`config.mk`:
```
export PLATFORM = sky130hd
export DESIGN_NAME = divider_align_pin_mode_control
export DESIGN_NICKNAME = d
export VERILOG_FILES = /design/src/logic/clk_ctrl_pkg.sv /design/src/logic/ratio_divider.sv /design/src/logic/divider_align_pin_mode_control.sv
export SDC_FILE = /design/constraint.sdc
export NUM_CORES = 1
export LEC_CHECK = 0
export BUFFER_PORTS_ARGS = -buffer_cell sky130_fd_sc_hd__buf_4
export CAP_MARGIN = 20
export CORE_MARGIN = 3
export CORE_UTILIZATION = 30
export DETAILED_ROUTE_END_ITERATION = 10
export HOLD_SLACK_MARGIN = 0.08
export PLACE_DENSITY = 0.49
export SLEW_MARGIN = 20
export SYNTH_ARGS = -nofsm -noshare
export SYNTH_HDL_FRONTEND = slang
export SYNTH_HIERARCHICAL = 1
export SYNTH_SLANG_ARGS = --single-unit
```
`constraint.sdc`:
```
create_clock -name SYS_CLK -period 4.6 [get_ports SYS_CLK]
set_clock_uncertainty 0.2 [all_clocks]
set_input_delay 1.15 -clock SYS_CLK [delete_from_list [all_inputs] [get_ports SYS_CLK]]
set_output_delay 1.15 -clock SYS_CLK [all_outputs]
set_load 0.01 [all_outputs]
```
`src/logic/clk_ctrl_pkg.sv`:
```
// Shared constants, register map and carrier types for the clock control block
package clk_ctrl_pkg;

  // ----------------------------------------------------------------
  // Register offsets (word addresses on the internal register port)
  // ----------------------------------------------------------------
  localparam logic [6:0] MAIN_PATH_MODE_DIVIDE_ADDR = 7'h19;  // Mode and divide
  localparam logic [6:0] OUT_CTRL_ADDR              = 7'h1A;  // Output enables, divider reset
  localparam logic [6:0] AUX_CFG_ADDR               = 7'h1B;  // Aux format, level, prediv
  localparam logic [6:0] AUX_POSTDIV_ADDR           = 7'h1C;  // Aux post-divide ratio
  localparam logic [6:0] ALIGN_CFG_ADDR             = 7'h1D;  // Align bias and delay
  localparam logic [6:0] ALIGN_POS_ADDR             = 7'h1E;  // Edge position readback

  // ----------------------------------------------------------------
  // Field positions and codes
  // ----------------------------------------------------------------
  localparam int          MODE_LSB        = 0;      // Mode field 2:0
  localparam int          DIV_LSB         = 3;      // Divide field 5:3
  localparam logic [2:0]  MODE_BUFFER     = 3'h1;   // Buffer mode code
  localparam logic [2:0]  MODE_DIVIDER    = 3'h2;   // Divider mode code
  localparam logic [1:0]  FMT_LVDS        = 2'h0;   // Aux format LVDS
  localparam logic [1:0]  FMT_CML         = 2'h2;   // Aux format CML
  localparam logic [1:0]  BIAS_DC         = 2'h3;   // Align input unbiased
  localparam int          DIV_RST_BIT     = 4;      // Main divider reset bit in OUT_CTRL

  // ----------------------------------------------------------------
  // Reset values
  // ----------------------------------------------------------------
  localparam logic [15:0] MAIN_PATH_RST   = 16'h0001;  // Buffer mode, all bypassed
  localparam logic [15:0] OUT_CTRL_RST    = 16'h000F;  // All register enables on
  localparam logic [15:0] AUX_CFG_RST     = 16'h0000;  // LVDS, prediv 1
  localparam logic [15:0] AUX_POSTDIV_RST = 16'h0001;  // Post-divide bypass
  localparam logic [15:0] ALIGN_CFG_RST   = 16'h0000;  // Bias 1.3 V, no delay

  // ----------------------------------------------------------------
  // Timing
  // ----------------------------------------------------------------
  localparam int CLK_PERIOD_PS  = 8000;  // Input clock period
  localparam int ALIGN_EXTRA_PS = 1600;  // Extra high time beyond three periods
  localparam int ALIGN_HOLD_CYC = 3 + (ALIGN_EXTRA_PS + CLK_PERIOD_PS - 1) / CLK_PERIOD_PS;
  localparam int DELAY_DEPTH    = 64;    // Alignment delay taps

  // ----------------------------------------------------------------
  // Carrier types
  // ----------------------------------------------------------------
  typedef struct packed {
    logic       lvds_sel;      // LVDS signalling active
    logic       cml_sel;       // CML signalling active
    logic [2:0] common_mode;   // Common-mode code, valid in LVDS
    logic [2:0] power_level;   // Swing code, valid in CML
  } aux_drive_t;

  typedef struct packed {
    logic       divider_mode;  // 1: main path divides
    logic [3:0] ratio;         // Effective main ratio (1 in buffer mode)
    logic [3:0] out_en;        // Effective per-channel enables
  } main_state_t;

endpackage

```
`src/logic/ratio_divider.sv`:
```
// Counting divider with synchronous clear, driven by an input tick enable
module ratio_divider (
  input  wire logic       clk,        // Input clock
  input  wire logic       rst_b,      // Async reset, active low
  input  wire logic       clr,        // Synchronous phase clear
  input  wire logic       tick_in,    // Incoming rate enable
  input  wire logic [9:0] ratio,      // Divide ratio, 0 treated as 1
  output logic            tick_out,   // One pulse per output period
  output logic            level_out   // Divided phase level
);
  logic [9:0] count_q;  // Phase counter
  logic [9:0] count_d;  // Next phase
  logic [9:0] r_eff;    // Ratio with zero mapped to bypass
  logic       wrap;     // Last phase of a period

  assign r_eff    = (ratio == 10'h000) ? 10'h001 : ratio;
  // Compare with >= so a ratio lowered under the running count wraps at once
  assign wrap     = (count_q >= r_eff - 10'h001);
  assign tick_out = tick_in & wrap;
  // Low time is the longer half, so odd ratios are not balanced
  assign level_out = (r_eff == 10'h001) ? tick_in : (count_q < (r_eff >> 1));
  assign count_d  = clr ? 10'h000 : (tick_in ? (wrap ? 10'h000 : count_q + 10'h001) : count_q);

  // ----------------------------------------------------------------
  // Phase counter
  // ----------------------------------------------------------------
  always_ff @(posedge clk or negedge rst_b) begin
    if (!rst_b) begin
      count_q <= 10'h000;
    end else begin
      count_q <= count_d;
    end
  end
endmodule

```
`src/logic/divider_align_pin_mode_control.sv`:
```
// Main and aux divider control with pin mode and alignment windowing
module divider_align_pin_mode_control
  import clk_ctrl_pkg::*;
(
  input  wire logic                     SYS_CLK,              // Input clock
  input  wire logic                     RST_B,                // Async reset, active low
  input  wire logic                     REG_WE,               // Register write strobe
  input  wire logic [6:0]               REG_ADDR,             // Register address
  input  wire logic [15:0]              REG_WDATA,            // Register write data
  output logic      [15:0]              REG_RDATA,            // Register read data
  input  wire logic [2:0]               OUT_ENABLE_PIN,       // Enable pins: ch0, ch1, ch2+3
  input  wire logic                     MODE_SELECT_PIN,      // Mode pin
  input  wire logic                     RATIO_SELECT_PIN_LO,  // Ratio pin low
  input  wire logic                     RATIO_SELECT_PIN_HI,  // Ratio pin high
  input  wire logic                     ALIGN_IN,             // Alignment pin
  output clk_ctrl_pkg::main_state_t     MAIN_STATE,           // Effective main path state
  output logic      [3:0]               MAIN_OUT,             // Gated divided main phases
  output logic                          AUX_OUTPUT,           // Aux divided phase
  output clk_ctrl_pkg::aux_drive_t      AUX_DRIVE,            // Aux driver selection
  output logic      [1:0]               ALIGN_INPUT_BIAS,     // Alignment input bias code
  output logic      [1:0]               ALIGN_DELAY_UNIT      // Delay step code
);
  import clk_ctrl_pkg::*;

  // ----------------------------------------------------------------
  // Registers
  // ----------------------------------------------------------------
  logic [15:0] main_q;      // Mode and divide
  logic [15:0] outc_q;      // Register enables and divider reset
  logic [15:0] auxc_q;      // Aux configuration
  logic [15:0] auxp_q;      // Aux post ratio
  logic [15:0] algc_q;      // Alignment configuration
  logic [15:0] pos_q;       // Edge position capture, bit 15 valid
  logic [15:0] pos_d;       // Next capture

  // ----------------------------------------------------------------
  // Pin synchronisers: three stages, accept when last two agree
  // ----------------------------------------------------------------
  localparam int NPIN = 7;  // Enables, mode, ratio lo/hi, align
  logic [NPIN-1:0] pin_raw;  // Raw pins
  logic [NPIN-1:0] pin_s1;   // First stage, read only by pin_s2
  logic [NPIN-1:0] pin_s2;   // Second stage
  logic [NPIN-1:0] pin_s3;   // Third stage
  logic [NPIN-1:0] pin_f;    // Filtered pin levels

  assign pin_raw = {ALIGN_IN, RATIO_SELECT_PIN_HI, RATIO_SELECT_PIN_LO, MODE_SELECT_PIN, OUT_ENABLE_PIN};

  genvar gi;
  generate
    for (gi = 0; gi < NPIN; gi++) begin : g_sync
      // Per-pin synchroniser and agreement filter
      always_ff @(posedge SYS_CLK or negedge RST_B) begin
        if (!RST_B) begin
          pin_s1[gi] <= 1'b0;
          pin_s2[gi] <= 1'b0;
          pin_s3[gi] <= 1'b0;
          pin_f[gi]  <= 1'b0;
        end else begin
          pin_s1[gi] <= pin_raw[gi];
          pin_s2[gi] <= pin_s1[gi];
          pin_s3[gi] <= pin_s2[gi];
          if (pin_s2[gi] == pin_s3[gi]) begin
            pin_f[gi] <= pin_s3[gi];
          end
        end
      end
    end
  endgenerate

  // ----------------------------------------------------------------
  // Pin mode resolution
  // ----------------------------------------------------------------
  wire [2:0] en_pin    = pin_f[2:0];
  wire       mode_pin  = pin_f[3];
  wire [1:0] ratio_pin = pin_f[5:4];
  wire       align_f   = pin_f[6];
  wire [2:0] mode_fld  = main_q[MODE_LSB +: 3];
  wire [2:0] div_fld   = main_q[DIV_LSB +: 3];

  wire       div_mode  = mode_pin | (mode_fld == MODE_DIVIDER);
  // code plus one, reserved as 2
  wire [3:0] reg_ratio = (div_fld == 3'h0) ? 4'h2 : {1'b0, div_fld} + 4'h1;
  wire [3:0] pin_ratio = {2'b00, ratio_pin} + 4'h1;
  wire [3:0] main_ratio = !div_mode ? 4'h1 : ((ratio_pin == 2'b00) ? reg_ratio : pin_ratio);
  // channels 2 and 3 share a pin
  wire [3:0] en_pins   = {en_pin[2], en_pin[2], en_pin[1], en_pin[0]};
  // pin low forces off, else register
  wire [3:0] out_en    = en_pins & outc_q[3:0];

  // ----------------------------------------------------------------
  // Aux configuration decode
  // ----------------------------------------------------------------
  wire [1:0] fmt       = auxc_q[1:0];
  wire [1:0] pre_code  = auxc_q[9:8];    // 0:1, 1:2, 2:4
  wire [1:0] band      = auxc_q[11:10];  // 0: <=3.2, 1: <=6.4, else above
  // raise prediv to the least allowed in band
  wire [1:0] pre_req   = (pre_code > 2'h2) ? 2'h2 : pre_code;
  wire [1:0] pre_min   = (band == 2'h0) ? 2'h0 : ((band == 2'h1) ? 2'h1 : 2'h2);
  wire [1:0] pre_eff   = (pre_req < pre_min) ? pre_min : pre_req;
  wire [9:0] pre_ratio = 10'h001 << pre_eff;

  // format selects driver and its setting
  assign AUX_DRIVE.lvds_sel    = (fmt == FMT_LVDS);
  assign AUX_DRIVE.cml_sel     = (fmt == FMT_CML);
  assign AUX_DRIVE.common_mode = (fmt == FMT_LVDS) ? auxc_q[4:2] : 3'h0;
  assign AUX_DRIVE.power_level = (fmt == FMT_CML) ? auxc_q[7:5] : 3'h0;

  // bias code passed to the input stage
  assign ALIGN_INPUT_BIAS = algc_q[1:0];
  // step code chosen by software per input rate
  assign ALIGN_DELAY_UNIT = algc_q[3:2];
  wire [5:0] taps = algc_q[9:4];

  // ----------------------------------------------------------------
  // Alignment delay line and edge detect
  // ----------------------------------------------------------------
  logic [DELAY_DEPTH-1:0] dly_q;     // Delay line of the filtered pin
  logic                   dly_prev_q; // Last delayed level
  logic                   align_q;   // One-cycle clear pulse
  logic                   f_prev_q;  // Last filtered level
  logic [3:0]             hold_q;    // High-time counter for capture

  // tapped delay of the alignment level
  wire dly_tap  = dly_q[taps];
  // single rising edge after retiming and delay
  wire dly_rise = dly_tap & ~dly_prev_q;
  wire f_rise   = align_f & ~f_prev_q;

  // capture only after the minimum high time
  wire hold_done = align_f && (hold_q == 4'(ALIGN_HOLD_CYC));
  // window of delayed levels around the edge
  assign pos_d = f_rise ? 16'h0000 : (hold_done ? {1'b1, dly_q[14:0]} : pos_q);

  // Delay line, edge detect and capture
  always_ff @(posedge SYS_CLK or negedge RST_B) begin
    if (!RST_B) begin
      dly_q      <= '0;
      dly_prev_q <= 1'b0;
      align_q    <= 1'b0;
      f_prev_q   <= 1'b0;
      hold_q     <= 4'h0;
      pos_q      <= 16'h0000;
    end else begin
      dly_q      <= {dly_q[DELAY_DEPTH-2:0], align_f};
      dly_prev_q <= dly_tap;
      // only the pin path drives the clear
      align_q    <= dly_rise;
      f_prev_q   <= align_f;
      // Saturate one past the capture count so the snapshot is taken once per pulse
      hold_q     <= !align_f ? 4'h0 : ((hold_q > 4'(ALIGN_HOLD_CYC)) ? hold_q : hold_q + 4'h1);
      pos_q      <= pos_d;
    end
  end

  // ----------------------------------------------------------------
  // Dividers, all cleared on the same edge
  // ----------------------------------------------------------------
  logic main_lvl;  // Main divided phase
  logic pre_tick;  // Aux prediv output rate
  logic aux_lvl;   // Aux divided phase
  logic pre_lvl;   // Aux prediv divided phase

  // post bypass passes the balanced prediv phase
  wire  post_bypass = (auxp_q[9:0] <= 10'h001);

  // register bit holds the main divider
  wire main_clr = align_q | outc_q[DIV_RST_BIT];

  ratio_divider u_main (
    .clk       (SYS_CLK),
    .rst_b     (RST_B),
    .clr       (main_clr),
    .tick_in   (1'b1),
    .ratio     ({6'h00, main_ratio}),
    .tick_out  (),
    .level_out (main_lvl)
  );

  ratio_divider u_aux_pre (
    .clk       (SYS_CLK),
    .rst_b     (RST_B),
    .clr       (align_q),
    .tick_in   (1'b1),
    .ratio     (pre_ratio),
    .tick_out  (pre_tick),
    .level_out (pre_lvl)
  );

  ratio_divider u_aux_post (
    .clk       (SYS_CLK),
    .rst_b     (RST_B),
    .clr       (align_q),
    .tick_in   (pre_tick),
    .ratio     (auxp_q[9:0]),
    .tick_out  (),
    .level_out (aux_lvl)
  );

  // ----------------------------------------------------------------
  // Outputs from flip-flops
  // ----------------------------------------------------------------
  // Registered so outputs never glitch on pin changes
  always_ff @(posedge SYS_CLK or negedge RST_B) begin
    if (!RST_B) begin
      MAIN_STATE <= '0;
      MAIN_OUT   <= 4'h0;
      AUX_OUTPUT <= 1'b0;
    end else begin
      MAIN_STATE <= '{divider_mode: div_mode, ratio: main_ratio, out_en: out_en};
      MAIN_OUT   <= {4{main_lvl}} & out_en;
      AUX_OUTPUT <= post_bypass ? pre_lvl : aux_lvl;
    end
  end

  // ----------------------------------------------------------------
  // Register port
  // ----------------------------------------------------------------
  wire we_main = REG_WE && (REG_ADDR == MAIN_PATH_MODE_DIVIDE_ADDR);
  wire we_outc = REG_WE && (REG_ADDR == OUT_CTRL_ADDR);
  wire we_auxc = REG_WE && (REG_ADDR == AUX_CFG_ADDR);
  wire we_auxp = REG_WE && (REG_ADDR == AUX_POSTDIV_ADDR);
  wire we_algc = REG_WE && (REG_ADDR == ALIGN_CFG_ADDR);

  // Write decode; the position register has no write effect
  always_ff @(posedge SYS_CLK or negedge RST_B) begin
    if (!RST_B) begin
      main_q <= MAIN_PATH_RST;
      outc_q <= OUT_CTRL_RST;
      auxc_q <= AUX_CFG_RST;
      auxp_q <= AUX_POSTDIV_RST;
      algc_q <= ALIGN_CFG_RST;
    end else begin
      if (we_main) main_q <= REG_WDATA;
      if (we_outc) outc_q <= REG_WDATA;
      if (we_auxc) auxc_q <= REG_WDATA;
      if (we_auxp) auxp_q <= REG_WDATA;
      if (we_algc) algc_q <= REG_WDATA;
    end
  end

  // Readback of the mode register reports effective state, as pins may override it
  wire [15:0] main_rd = {main_q[15:6], (div_mode ? main_ratio[2:0] - 3'h1 : div_fld),
                         (div_mode ? MODE_DIVIDER : MODE_BUFFER)};
  assign REG_RDATA = (REG_ADDR == MAIN_PATH_MODE_DIVIDE_ADDR) ? main_rd :
                     (REG_ADDR == OUT_CTRL_ADDR)              ? outc_q  :
                     (REG_ADDR == AUX_CFG_ADDR)               ? auxc_q  :
                     (REG_ADDR == AUX_POSTDIV_ADDR)           ? auxp_q  :
                     (REG_ADDR == ALIGN_CFG_ADDR)             ? algc_q  :
                     (REG_ADDR == ALIGN_POS_ADDR)             ? pos_q   : 16'h0000;
endmodule

```
==> flow_metrics.tcl, run 1 <==
set metrics [dict create \
    leakagePower_nw 6.65 \
    reg2reg_from "main_q[4]$_DFFE_PN0P_" \
    area_growth_pct 20.9 \
    tns_ps 0 \
    crit_path_start "main_q[4]$_DFFE_PN0P_" \
    vias_per_cell 4.73 \
    rows 72 \
    clock-sinks 238 \
    num_vias 8070 \
    setup.worst_path.start_class "flip-flop" \
    dpl_worst_slack_ps 45.7 \
    wl_per_cell_um 17.2 \
    die_height_um 205 \
    clockBufferDepth 3 \
    worst_ep_arrival_time_ps 4600 \
    syn_inst 1022 \
    finalNonFillerCells 1706 \
    end_kind "flip-flop" \
    worstMarginPinSlew_ps 1050 \
    diodes 0 \
    mappedNetlistArea_sq_um 11800 \
    dieArea_sq_um 41800 \
    drc 0 \
    rr_worst_depth 20 \
    start_util 0.305 \
    ant_nets 0 \
    max_freq_mhz 230 \
    core_sq_um 38800 \
    setup_viol 0 \
    slew_viol_final 0 \
    drtPass1Iterations 6 \
    utilization 0.368 \
    worst-path-max-fanout 8 \
    cts_buffers 27 \
    crit_required_ps 4860 \
    grt_first_pass_wirelength_um 47300 \
    drtIter0Drc 325 \
    grt_pass1_vias 8349 \
    cap_viol_max_count 0 \
    drive_above_1_share 0.242 \
    hold_viol 0 \
    p_per_area_nw_per_um2 403 \
    status "complete, no violations" \
    r2r-end "u_main/count_q[5]$_DFFE_PN0P_" \
    ys_warn_count 6 \
    slew_headroom 0.298 \
    overflow 0 \
    grt_start_max_net_pins 96 \
    root_buffer "clkbuf_16" \
    place_inst 1655 \
    post-route-period-util 0.944 \
    chipWidth_um 205 \
    critPathKind "flip-flop to flip-flop" \
    h-tree-depth 1 \
    post-dp-hpwl_um 20800 \
    io_buffers 74 \
    clk_latency_ps 550 \
    ios 75 \
    rrSetupSlack_ps 260 \
    vdd_drop_max_mv 0.275 \
    wirelength_um 29400 \
    cts_hold_buf 0 \
    fin_ws_ps 260 \
    hold_path_class "flip-flop to flip-flop" \
    period_needed_ps 4340 \
    grt_use_total 0.141 \
    gp_congestion 0.786 \
    holdWs_ps 143 \
    clk_pin_slew_ps 60 \
    crit_path_end "u_main/count_q[5]$_DFFE_PN0P_" \
    tritoncts "built" \
    syn_area_per_cell_sq_um 11.6 \
    fin_nets 1276 \
    antenna_found_initial 0 \
]
## worst min path at each step
stage | start | endpoint | slack (ps) | cells after the start
after global routing | pin_s1[4]$_DFF_PN0_ | pin_s2[4]$_DFF_PN0_ | 150 | 0
after floorplan | pin_s1[0]$_DFF_PN0_ | pin_s2[0]$_DFF_PN0_ | 130 | 0
after detailed placement | pin_s1[0]$_DFF_PN0_ | pin_s2[0]$_DFF_PN0_ | 140 | 0
final | pin_s1[4]$_DFF_PN0_ | pin_s2[4]$_DFF_PN0_ | 140 | 0
after global placement | pin_s1[5]$_DFF_PN0_ | pin_s2[5]$_DFF_PN0_ | 130 | 0
after CTS | pin_s1[4]$_DFF_PN0_ | pin_s2[4]$_DFF_PN0_ | 140 | 0
## power by group
part | internal, mW | switching (mW)
registers | 2.30 | 0.238
clock network | 1.21 | 0.862
logic | 0.550 | 0.593
## flip-flops by register name, indices dropped and copies added, names as in the netlist, 7 cells and up
| name | flops |
|---|---|
| MAIN_STATE | 9 |
| algc_q | 16 |
| auxc_q | 16 |
| auxp_q | 16 |
| dly_q | 64 |
| main_q | 16 |
| outc_q | 16 |
| pin_s1 | 7 |
| pin_s2 | 7 |
| pin_s3 | 7 |
| pos_q | 16 |
| u_aux_post/count_q | 10 |
| u_aux_pre/count_q | 10 |
| u_main/count_q | 10 |
## what timing repair did
item	in CTS	in global routing
setup buffers	0	4
setup endpoints to repair	0	18
resized for setup	0	28
## critical path, stage by stage, from the launching register on
cell,delay (ps)
dfrtp_1,410
inv_1,60
ha_1,190
or3b_4,380
a31oi_4,200
nor2b_4,170
nor2_1,80
a31o_2,260
inv_2,80
ha_4,140
nand2_1,90
nor3_2,220
xnor2_1,110
ha_1,320
and3_4,200
a221oi_4,250
o21ai_2,110
a221oi_4,340
buf_6,180
nand4b_1,110
a31oi_1,170
## through the flow
step           power [mW]  area (sq um)
4_1_cts              5.79         14100
3_5_place_dp         3.67         13300
3_3_place_gp         3.65         13300
2_1_floorplan        3.29         12000
5_1_grt              6.11         14300
6_report             5.76         14300
## routing by layer
layer / GRT usage / wire [um] / vias to the layer above
met4: 0.0312 / 555 / 0
met5: 0 / 0 / -
met3: 0.0184 / 678 / 38
met1: 0.198 / 14000 / 4018
li1: - / - / 3925
met2: 0.234 / 14100 / 89
## layout make-up
| type | count | area (sq um) |
|---|---|---|
| timing repair buffer | 109 | 858 |
| tap | 518 | 648 |
| multi-input combinational | 737 | 5760 |
| inverter | 58 | 218 |
| clock inverter | 8 | 82.6 |
| clock buffer | 38 | 767 |
| sequential | 238 | 5960 |
| fill | 3843 | 24500 |
## cell usage in the layout (no fill, tap or decap), drive strengths merged, types with 16 or more instances in the layout
cell / count
dfrtp: 232
nand2b: 20
xnor2: 25
nor3: 34
nand3: 17
a21oi: 28
ha: 72
mux2i: 27
a22oi: 16
conb: 50
nor2: 50
nand2: 85
buf: 109
inv: 57
mux2: 78
o21ai: 40
clkbuf: 38
mux4: 16
Note: power is estimated with default switching activity, not from simulation.
==> inputs of run 2 (changes only) <==
--- a/config.mk
+++ b/config.mk
@@ -9,9 +9,10 @@
 export CAP_MARGIN = 20
 export CORE_MARGIN = 3
 export CORE_UTILIZATION = 30
+export CTS_BUF_LIST = sky130_fd_sc_hd__clkbuf_8
 export DETAILED_ROUTE_END_ITERATION = 10
 export HOLD_SLACK_MARGIN = 0.08
-export PLACE_DENSITY = 0.49
+export PLACE_DENSITY = 0.47
 export SLEW_MARGIN = 20
 export SYNTH_ARGS = -nofsm -noshare
 export SYNTH_HDL_FRONTEND = slang
==> constraint.sdc (replaced) <==
create_clock -name SYS_CLK -period 5.6 [get_ports SYS_CLK]
set_clock_uncertainty 0.2 [all_clocks]
set_input_delay 1.4 -clock SYS_CLK [delete_from_list [all_inputs] [get_ports SYS_CLK]]
set_output_delay 1.4 -clock SYS_CLK [all_outputs]
set_load 0.01 [all_outputs]
==> flow_metrics.tcl, run 2 (synthesis gave the netlist of run 1 again) <==
set metrics [dict create \
    min_from "pin_s1[3]$_DFF_PN0_" \
    chipWidth_um 205 \
    drtPass1Iterations 4 \
    fin_nets 1273 \
    p_per_area_nw_per_um2 329 \
    dieArea_sq_um 41800 \
    cts_hold_buf 0 \
    vias_per_cell 4.72 \
    regMostFlops "dly_q" \
    cp_common_cell "ha_1" \
    period_needed_ps 5110 \
    antenna_found_initial 1 \
    setup_viol 0 \
    clk_pin_slew_ps 60 \
    min_delay_worst_endpoint "pin_s2[3]$_DFF_PN0_" \
    ant_nets 0 \
    grt_setup_unrepaired "false" \
    layout_commonest_cell "dfrtp_1" \
    cap_viol_max_count 0 \
    crit_chain "inv_1 > ha_1 > o211ai_1 > nand2_1 > nor2_1 > nor2_1 > a31o_2 > inv_1 > ha_1 > nand4_1 > nor3_1 > xnor2_1 > ha_1 > nor2b_1 > o21ai_0 > a21oi_2 > buf_4 > a41o_1 > a21o_1 > mux2_2" \
    leakagePower_nw 6.61 \
    timing.critical_path.buf_inv 3 \
    io_buffers 74 \
    worst-path-max-fanout 8 \
    rrSetupSlack_ps 490 \
    grt_start_max_net_pins 93 \
    clockBufferDepth 3 \
    grt_pass1_vias 8509 \
    worstMarginPinSlew_ps 912 \
    worst_ep_arrival_time_ps 5340 \
    end_kind "flip-flop" \
    tns_ps 0 \
    post-dp-hpwl_um 20900 \
    rows 72 \
    crit_required_ps 5830 \
    h-tree-depth 2 \
    largest_reg_flops 64 \
    gp_congestion 0.793 \
    vdd_drop_max_mv 0.157 \
    hold_path_class "flip-flop to flip-flop" \
    slew_headroom 0.391 \
    critPathTopFamily "compound AO/OA/AOI/OAI gates" \
    fin_ws_ps 491 \
    ctsResizeCount 0 \
    setup.worst_path.start_class "flip-flop" \
    clock-sinks 238 \
    overflow 0 \
    area_growth_pct 18.5 \
    max_freq_mhz 196 \
    mostFrequentLayoutCells "dfrtp_1 (232), buf_4 (88), nand2_1 (85)" \
    clk_latency_ps 570 \
    cts_buffers 43 \
    wirelength_um 29400 \
    reg2reg_from "auxc_q[11]$_DFFE_PN0P_" \
    post-route-period-util 0.912 \
    hold_viol 0 \
    status "complete, no violations" \
    rr_worst_depth 20 \
    critPathKind "flip-flop to flip-flop" \
    utilization 0.361 \
    die_height_um 205 \
    root_buffer "clkbuf_8" \
    core_sq_um 38800 \
    cpPeakStageDelay_ps 500 \
    drive_above_1_share 0.228 \
    critical_path_depth 20 \
    start_util 0.305 \
    tritoncts "built" \
    crit_path_start "auxc_q[11]$_DFFE_PN0P_" \
    ios 75 \
    drc 0 \
    drtIter0Drc 346 \
    r2r-end "AUX_OUTPUT$_DFF_PN0_" \
    dpl_worst_slack_ps 414 \
    slew_viol_final 0 \
    grt_first_pass_wirelength_um 48100 \
    wl_per_cell_um 17.1 \
    grt_use_total 0.145 \
    critPathSlowestCell "o21ai_0" \
    num_vias 8087 \
    hold-path-cell-count 0 \
]
run 2: changes by cell type in the layout (fill, tap and decap cells not counted), moves of 3 or more:
cell / delta
clkbuf_8: +47
clkbuf_16: -27
buf_4: -16
inv_1: +15
clkbuf_1: -6
nor3_1: +3
nor3_2: -3
run 2: worst max path at each step:
stage | endpoint | slack, ps
6_report | AUX_OUTPUT$_DFF_PN0_ | 490
5_1_grt | u_aux_post/count_q[7]$_DFFE_PN0P_ | 20
4_1_cts | u_main/count_q[5]$_DFFE_PN0P_ | 410
3_5_place_dp | u_main/count_q[5]$_DFFE_PN0P_ | 410
3_3_place_gp | AUX_OUTPUT$_DFF_PN0_ | 500
2_1_floorplan | u_aux_post/count_q[7]$_DFFE_PN0P_ | 1150
run 2: layout make-up:
cell class	count	area [sq um]
antenna	1	2.50
clock buffer	52	716
clock inverter	21	125
fill	3847	24800
inverter	58	218
multi-input combinational	737	5640
sequential	238	5960
tap	518	648
timing repair buffer	90	696
run 2: timing repair:
action	4_1_cts	5_1_grt
buffers inserted	0	1
hold endpoints to repair	0	0
endpoints found under the setup margin	0	1
run 2: report_power, final:
group | internal (mW) | switching, mW
clock network | 0.885 | 0.738
logic | 0.430 | 0.486
registers | 1.89 | 0.175
run 2: per-stage QoR:
stage | total power, mW | instances | hold slack [ps] | cell area (sq um)
after detailed placement | 3.01 | 1640 | 136 | 13100
after global placement | 2.99 | 1640 | 133 | 13100
after floorplan | 2.70 | 1070 | 131 | 12000
after CTS | 4.67 | 1713 | 149 | 14000
after global routing | 4.91 | 1715 | 155 | 14000
final | 4.60 | 1715 | 143 | 14000
run 2: metal layers:
metal	GRT usage	up-vias	wire length, um
met5	0	-	0
met4	0.0460	0	764
met3	0.0280	54	1110
met2	0.233	122	13600
met1	0.199	3993	13900
li1	-	3918	-
run 2: worst register-to-register path: stages (launching register included):
cell and delay [ps]:
dfrtp_1 370, inv_1 120, ha_1 250, o211ai_1 260, nand2_1 100, nor2_1 320
nor2_1 210, a31o_2 290, inv_1 90, ha_1 230, nand4_1 160, nor3_1 210
xnor2_1 110, ha_1 300, nor2b_1 130, o21ai_0 500, a21oi_2 240, buf_4 230
a41o_1 210, a21o_1 150, mux2_2 280
==> inputs of run 3 (changes only) <==
--- a/config.mk
+++ b/config.mk
@@ -8,11 +8,11 @@
 export BUFFER_PORTS_ARGS = -buffer_cell sky130_fd_sc_hd__buf_4
 export CAP_MARGIN = 20
 export CORE_MARGIN = 3
-export CORE_UTILIZATION = 30
+export CORE_UTILIZATION = 65
 export CTS_BUF_LIST = sky130_fd_sc_hd__clkbuf_8
 export DETAILED_ROUTE_END_ITERATION = 10
 export HOLD_SLACK_MARGIN = 0.08
-export PLACE_DENSITY = 0.47
+export PLACE_DENSITY = 0.87
 export SLEW_MARGIN = 20
 export SYNTH_ARGS = -nofsm -noshare
 export SYNTH_HDL_FRONTEND = slang
==> flow_metrics.tcl, run 3 (synthesis gave the netlist of run 1 again) <==
set metrics [dict create \
    status "complete, no violations" \
    drive_above_1_share 0.224 \
    slew_headroom 0.325 \
    largest_reg_flops 64 \
    period_needed_ps 5000 \
    regMostFlops "dly_q" \
    drtIter0Drc 551 \
    drc 0 \
    grt_start_max_net_pins 104 \
    die_height_um 141 \
    cap_viol_max_count 0 \
    tritoncts "built" \
    io_buffers 74 \
    overflow 0 \
    timing.critical_path.buf_inv 2 \
    tns_ps 0 \
    power_mw 4.55 \
    end_kind "flip-flop" \
    ctsResizeCount 0 \
    mostFrequentLayoutCells "dfrtp_1 (232), nand2_1 (85), buf_4 (82)" \
    setup_viol 0 \
    fillers 1073 \
    core_sq_um 17500 \
    layout_commonest_cell "dfrtp_1" \
    clock-sinks 238 \
    antenna_found_initial 0 \
    critPathTopFamily "compound AO/OA/AOI/OAI gates" \
    fin_nets 1263 \
    p_per_area_nw_per_um2 335 \
    hold_path_class "flip-flop to flip-flop" \
    clk_latency_ps 540 \
    root_buffer "clkbuf_8" \
    grt_use_total 0.277 \
    rows 48 \
    cp_common_cell "ha_1" \
    critPathKind "flip-flop to flip-flop" \
    wl_per_cell_um 18.9 \
    vdd_drop_max_mv 0.340 \
    ios 75 \
    area_growth_pct 14.9 \
    diodes 0 \
    setup.worst_path.start_class "flip-flop" \
    ant_nets 0 \
    grt_setup_unrepaired "false" \
    final_cell_area_sq_um 13600 \
    cts_buffers 39 \
    dieArea_sq_um 19800 \
    critPathSlowestCell "a221oi_4" \
    start_util 0.674 \
    post-route-period-util 0.893 \
    drtPass1Iterations 5 \
    wirelength_um 26800 \
    grt_first_pass_wirelength_um 44200 \
    clk_pin_slew_ps 60 \
    gp_congestion 0.867 \
    vias_per_cell 5.95 \
    leakagePower_nw 6.58 \
    cts_setup_buffers 0 \
    cts_hold_buf 0 \
    worst_ep_arrival_time_ps 5240 \
    chipWidth_um 141 \
    worstMarginPinSlew_ps 1010 \
    cpPeakStageDelay_ps 670 \
    placed_cell_area_sq_um 12800 \
    max_freq_mhz 200 \
    clockBufferDepth 3 \
    crit_required_ps 5840 \
    crit_chain "inv_1 > ha_1 > or3b_2 > a31oi_1 > nor2b_1 > nor2_1 > a31o_2 > inv_1 > ha_1 > nand2_1 > nor3_1 > xnor2_1 > ha_1 > and3_1 > a221oi_2 > o21ai_2 > a221oi_4 > o211ai_1 > a31oi_1" \
    h-tree-depth 2 \
    multi_input_area_sq_um 5640 \
    num_vias 8401 \
    hold_viol 0 \
    grt_pass1_vias 8811 \
    worst-path-max-fanout 16 \
    post-dp-hpwl_um 18300 \
    slew_viol_final 0 \
    ff_latch_area_sq_um 5960 \
]
[run 3: cell count changes in the layout (fill, tap and decap cells not counted)]
cell        previous run  this run
inv_6                  0         2
diode_2                1         0
inv_1                 69        68
inv_8                  1         0
clkinvlp_4             2         0
buf_4                 88        82
[run 3: final timing paths]
check,startpoint,endpoint,slack (ps),cells past startpoint
setup / recovery,main_q[3]$_DFFE_PN0P_,u_main/count_q[9]$_DFFE_PN0P_,600,19
hold / removal,pin_s1[3]$_DFF_PN0_,pin_s2[3]$_DFF_PN0_,150,0
setup reg to reg,main_q[3]$_DFFE_PN0P_,u_main/count_q[9]$_DFFE_PN0P_,600,19
hold reg to reg,pin_s1[3]$_DFF_PN0_,pin_s2[3]$_DFF_PN0_,150,0
max in group asynchronous,RST_B,pos_q[2]$_DFFE_PN0P_,3470,2
min in group asynchronous,RST_B,u_main/count_q[9]$_DFFE_PN0P_,710,1
[run 3: cell type report]
type | instances | share of cell area
Clock inverter | 19 | 0.00829
Timing Repair Buffer | 84 | 0.0479
Clock buffer | 52 | 0.0527
Tap cell | 225 | 0.0207
Inverter | 58 | 0.0160
Sequential cell | 238 | 0.439
Multi-Input combinational cell | 737 | 0.415
[run 3: metal layers]
layer	vias to the layer above	global-route usage	share of wire
met5	-	0	0
met2	263	0.472	0.50
met4	0	0.115	0.033
met3	75	0.0478	0.048
met1	4168	0.353	0.41
li1	3895	-	-
[run 3: power breakdown]
group          internal (mW)  total, mW  switching, mW
Combinational          0.418      0.890          0.472
Clock                  0.880       1.57          0.690
Sequential              1.89       2.09          0.197
Total                   3.19       4.55           1.36
[run 3: stage by stage]
stage	utilization	setup WS (ps)	cells	hold slack (ps)
after global placement	0.727	800	1342	133
final	0.775	602	1413	148
after detailed placement	0.727	588	1342	135
after floorplan	-	1150	1070	131
after global routing	0.775	163	1413	156
after CTS	0.775	597	1413	148
[run 3: worst register-to-register path, stage by stage, from the launching register on]
cell and delay (ps):
dfrtp_1 420, inv_1 70, ha_1 210, or3b_2 440
a31oi_1 230, nor2b_1 350, nor2_1 140, a31o_2 280
inv_1 70, ha_1 210, nand2_1 100, nor3_1 190
xnor2_1 90, ha_1 290, and3_1 210, a221oi_2 240
o21ai_2 110, a221oi_4 670, o211ai_1 190, a31oi_1 200
